`config.mk`:
```
export PLATFORM = sky130hd
export DESIGN_NAME = ptp_top
export DESIGN_NICKNAME = d
export VERILOG_FILES = /design/src/rtl/ptp_pkg.sv /design/src/rtl/ptp_timer.sv /design/src/rtl/ptp_top.sv
export SDC_FILE = /design/constraint.sdc
export NUM_CORES = 1
export LEC_CHECK = 0
export BUFFER_PORTS_ARGS = -buffer_cell sky130_fd_sc_hd__buf_2
export CORE_MARGIN = 5
export CORE_UTILIZATION = 58
export CTS_BUF_LIST = sky130_fd_sc_hd__clkbuf_8
export DETAILED_ROUTE_END_ITERATION = 6
export PLACE_DENSITY = 0.82
export SLEW_MARGIN = 5
export SYNTH_ARGS = -nofsm -noshare
export SYNTH_HDL_FRONTEND = slang
export SYNTH_SLANG_ARGS = --single-unit
export TNS_END_PERCENT = 5
```
`constraint.sdc`:
```
create_clock -name mclk -period 2.4 [get_ports mclk]
set_input_delay 0.48 -clock mclk [delete_from_list [all_inputs] [get_ports mclk]]
set_output_delay 0.48 -clock mclk [all_outputs]
set_load 0.05 [all_outputs]
```
`src/rtl/ptp_pkg.sv`:
```
package ptp_pkg;
  localparam int APB_AW = 8;
  localparam int APB_DW = 32;

  // register indices; byte address is index times four
  localparam logic [3:0] IDX_SHORT_CTL  = 4'h0;
  localparam logic [3:0] IDX_SHARED_CTL = 4'h1;
  localparam logic [3:0] IDX_LONG_CTL   = 4'h2;
  localparam logic [3:0] IDX_SYNC_CTL   = 4'h3;
  localparam logic [3:0] IDX_SHORT_INIT = 4'h4;
  localparam logic [3:0] IDX_LONG_INIT  = 4'h5;

  // per-timer control fields
  localparam int BIT_ENABLE   = 7;
  localparam int BIT_SINGLE   = 6;
  localparam int BIT_TIMEOUT  = 5;
  localparam int BIT_INT_MASK = 1;
  localparam int BIT_PIN_OUT  = 0;

  // shared control fields
  localparam int BIT_MODE     = 7;
  localparam int BIT_COMB_OUT = 6;
  localparam int BIT_FUNC_HI  = 5;
  localparam int BIT_FUNC_LO  = 4;
  localparam int BIT_SUB_HI   = 3;
  localparam int BIT_SUB_LO   = 2;
  localparam int BIT_INIT_S   = 1;
  localparam int BIT_INIT_L   = 0;

  // sync register fields
  localparam int BIT_LONG_EN  = 7;
  localparam int BIT_SHORT_EN = 6;
  localparam int BIT_SYNC     = 5;
  localparam logic [4:0] SYNC_LOW_READ = 5'h1F;

  localparam logic [7:0] CTL_RESET    = 8'h00;
  localparam logic [7:0] CTL_STORE    = 8'h5F;

  typedef enum logic [1:0] {
    PTP_SUB_NORMAL = 2'b00,
    PTP_SUB_PINGPONG = 2'b01,
    PTP_SUB_LONG_LOW = 2'b10,
    PTP_SUB_LONG_HIGH = 2'b11
  } ptp_sub_t;

  typedef enum logic [1:0] {
    PTP_FN_AND  = 2'b00,
    PTP_FN_OR   = 2'b01,
    PTP_FN_NOR  = 2'b10,
    PTP_FN_NAND = 2'b11
  } ptp_func_t;

  typedef struct packed {
    logic              psel;
    logic              penable;
    logic              pwrite;
    logic [APB_AW-1:0] paddr;
    logic [APB_DW-1:0] pwdata;
  } ptp_apb_req_t;

  typedef struct packed {
    logic              pready;
    logic              pslverr;
    logic [APB_DW-1:0] prdata;
  } ptp_apb_rsp_t;

  typedef struct packed {
    logic short_data;
    logic long_data;
    logic comb_data;
  } ptp_port_t;
endpackage

```
`src/rtl/ptp_timer.sv`:
```
`timescale 1ns/10ps
module ptp_timer #(
  parameter int W = 8
) (
  input  wire logic         mclk,
  input  wire logic         reset,
  input  wire logic         ce,
  input  wire logic         load,
  input  wire logic         run,
  input  wire logic [W-1:0] reload,
  input  wire logic         init_level,
  output logic              tc,
  output logic              tout
);
  logic [W-1:0] cnt;
  logic [W-1:0] next_cnt;
  logic         next_tc;
  logic         next_tout;

  // a load always wins, so a restart never resumes an old count
  always_comb begin
    next_cnt  = cnt;
    next_tout = tout;
    next_tc   = 1'b0;
    if (load) begin
      next_cnt  = reload;
      next_tout = init_level;
    end else if (run) begin
      if (cnt == '0) begin
        next_tc   = 1'b1;
        next_tout = ~tout;
        next_cnt  = reload;
      end else begin
        next_cnt = cnt - 1'b1;
      end
    end
  end

  always_ff @(posedge mclk) begin
    if (reset) begin
      cnt  <= '0;
      tc   <= 1'b0;
      tout <= 1'b0;
    end else if (ce) begin
      cnt  <= next_cnt;
      tc   <= next_tc;
      tout <= next_tout;
    end
  end
endmodule

```
`src/rtl/ptp_top.sv`:
```
// Chosen here: the APB interface to the registers.
`timescale 1ns/10ps
module ptp_top
  import ptp_pkg::*;
#(
  parameter int SHORT_W = 8,
  parameter int LONG_W  = 16
) (
  input  wire logic                  mclk,
  input  wire logic                  reset,
  input  wire logic                  ce,
  input  wire ptp_pkg::ptp_apb_req_t apb_req,
  output ptp_pkg::ptp_apb_rsp_t      apb_rsp,
  input  wire ptp_pkg::ptp_port_t    port_data,
  output logic                       short_timer_pin,
  output logic                       long_timer_pin,
  output logic                       combined_timer_pin,
  output logic                       short_timer_irq,
  output logic                       long_timer_irq
);
  import ptp_pkg::*;

  logic [7:0]         short_ctl;
  logic [7:0]         long_ctl;
  logic [7:0]         shared_ctl;
  logic               short_en;
  logic               long_en;
  logic               sync_mode;
  logic               short_to;
  logic               long_to;
  logic [SHORT_W-1:0] short_init;
  logic [LONG_W-1:0]  long_init;
  logic               short_start;
  logic               long_start;

  logic [7:0]         next_short_ctl;
  logic [7:0]         next_long_ctl;
  logic [7:0]         next_shared_ctl;
  logic               next_short_en;
  logic               next_long_en;
  logic               next_sync_mode;
  logic               next_short_to;
  logic               next_long_to;
  logic [SHORT_W-1:0] next_short_init;
  logic [LONG_W-1:0]  next_long_init;

  ptp_apb_rsp_t       next_rsp;
  logic               next_short_pin;
  logic               next_long_pin;
  logic               next_comb_pin;
  logic               next_short_irq;
  logic               next_long_irq;

  logic               short_tc;
  logic               long_tc;
  logic               short_tout;
  logic               long_tout;

  logic [3:0]         idx;
  logic               mapped;
  logic               wr;
  logic [7:0]         wbyte;
  logic               xmit;
  ptp_sub_t           sub;
  ptp_func_t          func;
  logic               pingpong;
  logic               long_eff;
  logic [APB_DW-1:0]  rd_word;

  assign idx   = apb_req.paddr[5:2];
  assign wbyte = apb_req.pwdata[7:0];
  assign mapped = (apb_req.paddr[1:0] == 2'b00) && (apb_req.paddr[APB_AW-1:6] == '0)
                  && (idx <= IDX_LONG_INIT);
  assign wr    = apb_req.psel && apb_req.penable && apb_rsp.pready && apb_req.pwrite && mapped;
  assign xmit  = ~shared_ctl[BIT_MODE];
  assign sub   = ptp_sub_t'(shared_ctl[BIT_SUB_HI:BIT_SUB_LO]);
  assign func  = ptp_func_t'(shared_ctl[BIT_FUNC_HI:BIT_FUNC_LO]);
  assign pingpong = xmit && (sub == PTP_SUB_PINGPONG)
                    && short_ctl[BIT_SINGLE] && long_ctl[BIT_SINGLE];

  ptp_timer #(.W(SHORT_W)) u_short (
    .mclk       (mclk),
    .reset      (reset),
    .ce         (ce),
    .load       (short_start),
    .run        (short_en),
    .reload     (short_init),
    .init_level (shared_ctl[BIT_INIT_S]),
    .tc         (short_tc),
    .tout       (short_tout)
  );

  ptp_timer #(.W(LONG_W)) u_long (
    .mclk       (mclk),
    .reset      (reset),
    .ce         (ce),
    .load       (long_start),
    .run        (long_en),
    .reload     (long_init),
    .init_level (shared_ctl[BIT_INIT_L]),
    .tc         (long_tc),
    .tout       (long_tout)
  );

  // register file and enable control
  always_comb begin
    next_short_ctl  = short_ctl;
    next_long_ctl   = long_ctl;
    next_shared_ctl = shared_ctl;
    next_short_en   = short_en;
    next_long_en    = long_en;
    next_sync_mode  = sync_mode;
    next_short_init = short_init;
    next_long_init  = long_init;
    next_short_to   = short_to;
    next_long_to    = long_to;
    if (wr) begin
      case (idx)
        IDX_SHORT_CTL: begin
          next_short_ctl = wbyte & CTL_STORE;
          next_short_en  = wbyte[BIT_ENABLE];
          if (sync_mode) begin
            next_long_en = wbyte[BIT_ENABLE];
          end
          if (wbyte[BIT_TIMEOUT]) begin
            next_short_to = 1'b0;
          end
        end
        IDX_LONG_CTL: begin
          next_long_ctl = wbyte & CTL_STORE;
          next_long_en  = wbyte[BIT_ENABLE];
          if (sync_mode) begin
            next_short_en = wbyte[BIT_ENABLE];
          end
          if (wbyte[BIT_TIMEOUT]) begin
            next_long_to = 1'b0;
          end
        end
        IDX_SHARED_CTL: begin
          next_shared_ctl = wbyte;
        end
        IDX_SYNC_CTL: begin
          next_sync_mode = wbyte[BIT_SYNC];
          if (wbyte[BIT_SYNC]) begin
            // in sync mode either bit starts both, both clear stops both
            next_long_en  = wbyte[BIT_LONG_EN] | wbyte[BIT_SHORT_EN];
            next_short_en = wbyte[BIT_LONG_EN] | wbyte[BIT_SHORT_EN];
          end else begin
            next_long_en  = wbyte[BIT_LONG_EN];
            next_short_en = wbyte[BIT_SHORT_EN];
          end
        end
        IDX_SHORT_INIT: begin
          next_short_init = apb_req.pwdata[SHORT_W-1:0];
        end
        IDX_LONG_INIT: begin
          next_long_init = apb_req.pwdata[LONG_W-1:0];
        end
        default: begin
          next_sync_mode = sync_mode;
        end
      endcase
    end
    // hardware events come last so they win over a same-cycle write
    if (short_tc) begin
      next_short_to = 1'b1;
      if (pingpong) begin
        next_short_en = 1'b0;
        next_long_en  = 1'b1;
      end else if (short_ctl[BIT_SINGLE]) begin
        next_short_en = 1'b0;
      end
    end
    if (long_tc) begin
      next_long_to = 1'b1;
      if (pingpong) begin
        next_long_en  = 1'b0;
        next_short_en = 1'b1;
      end else if (long_ctl[BIT_SINGLE]) begin
        next_long_en = 1'b0;
      end
    end
  end

  // read mux and a one-wait-state APB answer
  always_comb begin
    rd_word = '0;
    case (idx)
      IDX_SHORT_CTL: begin
        rd_word[7:0] = {short_en, short_ctl[BIT_SINGLE], short_to, short_ctl[4:0]};
      end
      IDX_LONG_CTL: begin
        rd_word[7:0] = {long_en, long_ctl[BIT_SINGLE], long_to, long_ctl[4:0]};
      end
      IDX_SHARED_CTL: begin
        rd_word[7:0] = shared_ctl;
      end
      IDX_SYNC_CTL: begin
        rd_word[7:0] = {long_en, short_en, sync_mode, SYNC_LOW_READ};
      end
      IDX_SHORT_INIT: begin
        rd_word[SHORT_W-1:0] = short_init;
      end
      IDX_LONG_INIT: begin
        rd_word[LONG_W-1:0] = long_init;
      end
      default: begin
        rd_word = '0;
      end
    endcase
    next_rsp = apb_rsp;
    next_rsp.pready = apb_req.psel && apb_req.penable && !apb_rsp.pready;
    if (apb_req.psel && apb_req.penable && !apb_rsp.pready) begin
      next_rsp.prdata  = (mapped && !apb_req.pwrite) ? rd_word : '0;
      next_rsp.pslverr = !mapped;
    end else begin
      next_rsp.pslverr = 1'b0;
    end
  end

  // pin routing; the submode levels only force the long output in transmit mode
  always_comb begin
    long_eff = long_tout;
    if (xmit && (sub == PTP_SUB_LONG_LOW)) begin
      long_eff = 1'b0;
    end else if (xmit && (sub == PTP_SUB_LONG_HIGH)) begin
      long_eff = 1'b1;
    end
    next_short_pin = short_ctl[BIT_PIN_OUT] ? short_tout : port_data.short_data;
    next_long_pin  = long_ctl[BIT_PIN_OUT] ? long_eff : port_data.long_data;
    next_comb_pin  = port_data.comb_data;
    if (xmit && shared_ctl[BIT_COMB_OUT]) begin
      case (func)
        PTP_FN_AND:  next_comb_pin = short_tout & long_eff;
        PTP_FN_OR:   next_comb_pin = short_tout | long_eff;
        PTP_FN_NOR:  next_comb_pin = ~(short_tout | long_eff);
        PTP_FN_NAND: next_comb_pin = ~(short_tout & long_eff);
        default:     next_comb_pin = port_data.comb_data;
      endcase
    end
    next_short_irq = short_tc & short_ctl[BIT_INT_MASK];
    next_long_irq  = long_tc & long_ctl[BIT_INT_MASK];
  end

  always_ff @(posedge mclk) begin
    if (reset) begin
      short_ctl          <= CTL_RESET;
      long_ctl           <= CTL_RESET;
      shared_ctl         <= CTL_RESET;
      short_en           <= 1'b0;
      long_en            <= 1'b0;
      sync_mode          <= 1'b0;
      short_to           <= 1'b0;
      long_to            <= 1'b0;
      short_init         <= '0;
      long_init          <= '0;
      short_start        <= 1'b0;
      long_start         <= 1'b0;
      apb_rsp            <= '0;
      short_timer_pin    <= 1'b0;
      long_timer_pin     <= 1'b0;
      combined_timer_pin <= 1'b0;
      short_timer_irq    <= 1'b0;
      long_timer_irq     <= 1'b0;
    end else if (ce) begin
      short_ctl          <= next_short_ctl;
      long_ctl           <= next_long_ctl;
      shared_ctl         <= next_shared_ctl;
      short_en           <= next_short_en;
      long_en            <= next_long_en;
      sync_mode          <= next_sync_mode;
      short_to           <= next_short_to;
      long_to            <= next_long_to;
      short_init         <= next_short_init;
      long_init          <= next_long_init;
      short_start        <= next_short_en & ~short_en;
      long_start         <= next_long_en & ~long_en;
      apb_rsp            <= next_rsp;
      short_timer_pin    <= next_short_pin;
      long_timer_pin     <= next_long_pin;
      combined_timer_pin <= next_comb_pin;
      short_timer_irq    <= next_short_irq;
      long_timer_irq     <= next_long_irq;
    end
  end
endmodule

```
==> key figures, run 1 <==
Status
  • Status: finished, final reports clean

Timing
  • Max_slew headroom: 0.449
  • Max Clock Freq: 0.450 GHz
  • RSZ-0062 raised after global routing: no
  • Setup Viol. Count Final: 0
  • Fin crit share: 0.926
  • Slew Viols, Final: 0
  • Worst Skew: 16.3 ps
  • Crit path time final: 2220 ps
  • Setup TNS: 0 ps
  • Final Hold Violating Endpoints: 0
  • Slew @ Worst Pin: 824 ps

Worst setup path
  • Worst Setup End Kind: flop
  • Worst Path Max Fanout: 15
  • Slowest cell on the critical path: or4_4
  • Worst R2R Start: u_long.cnt[9]$_SDFFE_PP0P_
  • Startpoint types: flop
  • Req. time, crit path: 2660 ps
  • Setup CP Type: flop to flop
  • Crit-path max cell delay: 580 ps
  • CP startpoint: u_long.cnt[9]$_SDFFE_PP0P_
  • Worst path cell trace: or4_4 -> and4bb_2 -> a21o_2 -> nand2_1 -> a32o_1
  • WP data arrival: 2480 ps

Power and ir drop
  • Internal power: 2.17 mW
  • Clock power frac: 0.351
  • Net Switching: 806 µW
  • Leak Pwr: 2.47 nW
  • Seq pwr share: 0.571
  • Sw Share: 0.271
  • Peak supply drop: 0.000416 V
  • Pwr Density: 515 nW/µm²
  • Comb pwr share: 0.078

Yosys
  • Flops & latches, synth: 102
  • Register area share after synthesis: 0.392
  • Syn. warnings: 0
  • Syn avg cell area: 8.69 µm²
  • Synth top area share: 0.392
  • Synth area leader: dfxtp_1
  • Syn Inst Count: 599
  • Cell area after synthesis: 5210 µm²
  • Most used DFF post-synth: dfxtp_1
  • Top cells by area, synth: dfxtp_1, mux2i_1, nor2_1, nand2_1, o21ai_0
  • EDFF count, synth: 0
  • Distinct cells, synth: 72
  • Asr flop ratio synth: 0

Place
  • Hpwl dp: 10,300 µm
  • DP Area: 5590 µm²
  • IO Port Bufs: 55
  • Placer Congestion: 0.927

Drt
  • DR DRC count: 0
  • Via count: 4,872
  • ANT nets after route: 0
  • Routed WL per cell: 18.2 µm
  • Initial DRT Pass Iterations: 7
  • Starting DRT DRC Count: 424
  • Total Routed Length: 13,900 µm
  • Via density: 6.35

Layout
  • Commonest cells after routing, fill and taps aside: dfxtp_1, nor2_1, buf_2
  • ANT cells: 0
  • Fillers: 705
  • Share of layout cells above drive strength 1: 0.185
  • Final Instance Area: 5770 µm²
  • Most common cell after layout, fill and taps aside: dfxtp_1
  • Layout Nets: 707
  • Layout area overhead: 10.9%

CTS
  • Worst-path clk slew: 100 ps
  • Post-CTS Resized: 0
  • Clock buffer depth: 2
  • CTS Buf Count: 9
  • Clock sink count: 102
  • Hold-fix buffers, CTS: 0
  • TritonCTS clock tree: done
  • Htree depth: 3
  • Skew-Pair Late Insertion Delay: 370 ps
  • Post-CTS setup buffer count: 0
  • Root Driver: clkbuf_8

Min path
  • Hold path start: apb_req[15]
  • Hold Path Class: primary input to flop

Global route
  • Number of global-route vias before repair: 4,668
  • Initial antenna violation count: 0
  • Global-route wire length before repair: 22,900 µm
  • Residual overflow from global routing: 0
  • Largest net degree at the start of global routing: 31
  • All-Layer GR Usage: 0.250

Job
  • Maxcap violations: 0

Die
  • Die Y: 105 µm
  • I/O pins: 88
  • Die ar.: 11,000 µm²
  • Initial Utilization: 0.597
  • # rows: 34
  • Chip Width: 105 µm
  • Core area: 8720 µm²
==> layer usage <==
| layer | wire length, µm | up-vias | track usage |
|---|---|---|---|
| li1 | - | 2266 | - |
| met4 | 395 | 0 | 0.0950 |
| met5 | 0 | - | 0 |
| met3 | 957 | 33 | 0.0444 |
| met1 | 5700 | 2355 | 0.328 |
| met2 | 6880 | 218 | 0.411 |
==> sequential cells by signal, summed over array words and instances (netlist names), 6 cells and up <==
name,flops
apb_rsp,18
long_init,16
u_long.cnt,16
shared_ctl,8
short_init,8
u_short.cnt,8
long_ctl,6
short_ctl,6
==> metrics by stage <==
stage	power (mW)	std cells	utilization	hold WS, ps	setup WS (ps)
2_1_floorplan	1.91	614	-	446	306
3_3_place_gp	1.96	751	0.641	437	140
3_5_place_dp	1.97	751	0.641	446	93.9
4_1_cts	2.98	767	0.662	330	191
5_1_grt	3.08	767	0.662	337	65.4
6_report	2.97	767	0.662	341	177
==> worst max-delay path: cells and delay by family (launching register included) <==
family	cells	cell delay, ps
AO/OA/AOI/OAI	2	620
flip-flops	1	380
AND/OR/NAND/NOR	3	1120
==> layout make-up <==
cell class | instances | area (µm²) | area share
Inverter | 18 | 67.6 | 0.0117
Sequential cell | 102 | 2040 | 0.354
Clock inverter | 6 | 45.0 | 0.00780
Timing Repair Buffer | 79 | 455 | 0.0789
Clock buffer | 10 | 138 | 0.0238
Multi-Input combinational cell | 444 | 2890 | 0.501
Tap cell | 108 | 135 | 0.0234
==> cell families after synthesis <==
group | synth area share
AO/OA/AOI/OAI | 0.176
adder cells (fa/ha/maj) | 0.0115
buffers and inverters | 0.0632
flip-flops | 0.392
multiplexers | 0.140
other | 0.000720
AND/OR/NAND/NOR | 0.216
==> power by group through the flow <==
stage / combinational [mW] / clock, mW / sequential (mW)
5_1_grt: 0.248 / 1.14 / 1.70
6_report: 0.231 / 1.04 / 1.70
4_1_cts: 0.229 / 1.06 / 1.70
2_1_floorplan: 0.162 / 0 / 1.75
3_3_place_gp: 0.225 / 0 / 1.74
3_5_place_dp: 0.228 / 0 / 1.74
==> cells in the mapped netlist (all sizes together), types with 8 or more instances <==
cell type and count:
nand4 8, nor2 79, a22oi 9, nand3 24
a31oi 17, mux2i 54, o21ai 32, nand2 45
dfxtp 102, a21oi 30, buf 26, clkbuf 24
inv 17, nor3 11, nor4 10, mux2 10
a22o 9
==> final timing paths <==
path | end | slack (ps) | depth (start not counted)
setup reg to reg | u_long.tout$_SDFFE_PP0P_ | 180 | 5
setup / recovery | u_long.tout$_SDFFE_PP0P_ | 180 | 5
hold reg to reg | short_timer_irq$_SDFFE_PP0P_ | 460 | 2
hold / removal | long_init[15]$_SDFFE_PP0P_ | 340 | 3
Note: power is estimated with default switching activity, not from simulation.
==> inputs of run 2 (changes only) <==
- CORE_UTILIZATION: 58 -> 45
- PLACE_DENSITY: 0.82 -> 0.66
- clock period: 2.4 -> 2.65 ns (I/O delays scaled with it)
==> key figures, run 2 (synthesis results as in run 1) <==
Drt
  • Total Routed Length: 14,000 µm
  • Initial DRT Pass Iterations: 6
  • DR DRC count: 0
  • Routed WL per cell: 17.5 µm
  • ANT nets after route: 0
  • Starting DRT DRC Count: 315
  • Via density: 5.88
  • Via count: 4,695

Layout
  • Largest registers: apb_rsp: 18 flops, long_init: 16 flops, u_long.cnt: 16 flops
  • Footprint of the multi-input gates: 2890 µm²
  • Largest register by flop count: apb_rsp
  • Max reg flops: 18
  • Fillers: 1,141
  • Layout Nets: 704
  • Final core utilization: 0.510
  • ANT cells: 0
  • Commonest cells after routing, fill and taps aside: dfxtp_1, nor2_1, buf_2
  • Reg area: 2040 µm²
  • Share of layout cells above drive strength 1: 0.178
  • Layout area overhead: 11.3%
  • Most common cell after layout, fill and taps aside: dfxtp_1

Timing
  • Setup TNS: 0 ps
  • RSZ-0062 raised after global routing: no
  • Slew @ Worst Pin: 824 ps
  • Worst Skew: 8.76 ps
  • Slew Viols, Final: 0
  • Setup Viol. Count Final: 0
  • Max Clock Freq: 0.441 GHz
  • Final Hold Violating Endpoints: 0
  • Max_slew headroom: 0.449
  • Fin crit share: 0.856
  • Crit path time final: 2270 ps

CTS
  • Post-CTS setup buffer count: 0
  • Post-CTS Resized: 0
  • Worst-path clk slew: 90 ps
  • Htree depth: 3
  • Hold-fix buffers, CTS: 0
  • Clock buffer depth: 2
  • Clock sink count: 102
  • Root Driver: clkbuf_8
  • TritonCTS clock tree: done
  • CTS Buf Count: 9
  • Skew-Pair Late Insertion Delay: 380 ps

Min path
  • Hold Path Class: primary input to flop

Die
  • Initial Utilization: 0.458
  • Chip Width: 118 µm
  • I/O pins: 88
  • Die Y: 118 µm
  • Core area: 11,400 µm²
  • # rows: 39
  • Die ar.: 13,800 µm²

Place
  • IO Port Bufs: 55
  • Hpwl dp: 10,400 µm
  • Placer Congestion: 0.902

Worst setup path
  • Startpoint types: flop
  • Req. time, crit path: 2920 ps
  • WP data arrival: 2540 ps
  • Worst Setup End Kind: flop
  • Worst Path Max Fanout: 15
  • Setup CP Type: flop to flop

Power and ir drop
  • Net Switching: 699 µW
  • Comb pwr share: 0.080
  • Sw Share: 0.265
  • Seq pwr share: 0.583
  • Peak supply drop: 0.000369 V
  • Leak Pwr: 2.46 nW
  • Pwr Density: 456 nW/µm²
  • Clock power frac: 0.338
  • Internal power: 1.94 mW

Job
  • Maxcap violations: 0

Global route
  • Number of global-route vias before repair: 4,580
  • Residual overflow from global routing: 0
  • Initial antenna violation count: 0
  • Global-route wire length before repair: 22,800 µm
  • Largest net degree at the start of global routing: 31
  • All-Layer GR Usage: 0.198

Status
  • Status: finished, final reports clean
==> run 2: layout make-up <==
cell class                 instances  share of cell area
multi-input combinational        444               0.499
sequential                       102               0.352
timing repair buffer              76              0.0769
tap                              143              0.0309
clock buffer                      10              0.0238
inverter                          18              0.0117
clock inverter                     6             0.00540
==> run 2: final timing paths <==
kind	from	end	slack (ps)	cells past startpoint
worst max-delay path	u_long.cnt[9]$_SDFFE_PP0P_	u_long.tout$_SDFFE_PP0P_	380	5
worst min register to register	short_timer_irq$_SDFFE_PP0P_	short_timer_irq$_SDFFE_PP0P_	460	2
worst min-delay path	apb_req[10]	long_init[10]$_SDFFE_PP0P_	380	3
worst max register to register	u_long.cnt[9]$_SDFFE_PP0P_	u_long.tout$_SDFFE_PP0P_	380	5
==> run 2: per-stage QoR <==
stage	instance area [µm²]	power (mW)	setup slack [ps]	hold slack, ps	std cells
final	5790	2.64	380	384	799
after global routing	5790	2.74	267	382	799
after floorplan	5260	1.73	506	446	614
after global placement	5630	1.78	321	441	783
after detailed placement	5630	1.78	280	451	783
after CTS	5790	2.65	391	374	799
==> run 2: power groups by stage <==
stage               sequential [mW]  clock [mW]  combinational (mW)
floorplan                      1.59           0               0.147
global placement               1.57           0               0.207
detailed placement             1.57           0               0.209
CTS                            1.54       0.907               0.209
global route                   1.54       0.977               0.224
finish                         1.54       0.891               0.211
==> run 2: layer usage <==
metal,up-vias,part of all wire,GRT usage
li1,2253,-,-
met1,2286,0.44,0.252
met2,132,0.49,0.330
met3,24,0.047,0.0346
met4,0,0.026,0.0839
met5,-,0,0
==> run 2: critical path: stages, from the launching register on <==
cell      delay, ps
dfxtp_1         380
or4_4           590
and4bb_2        420
a21o_2          340
nand2_1         150
a32o_1          280
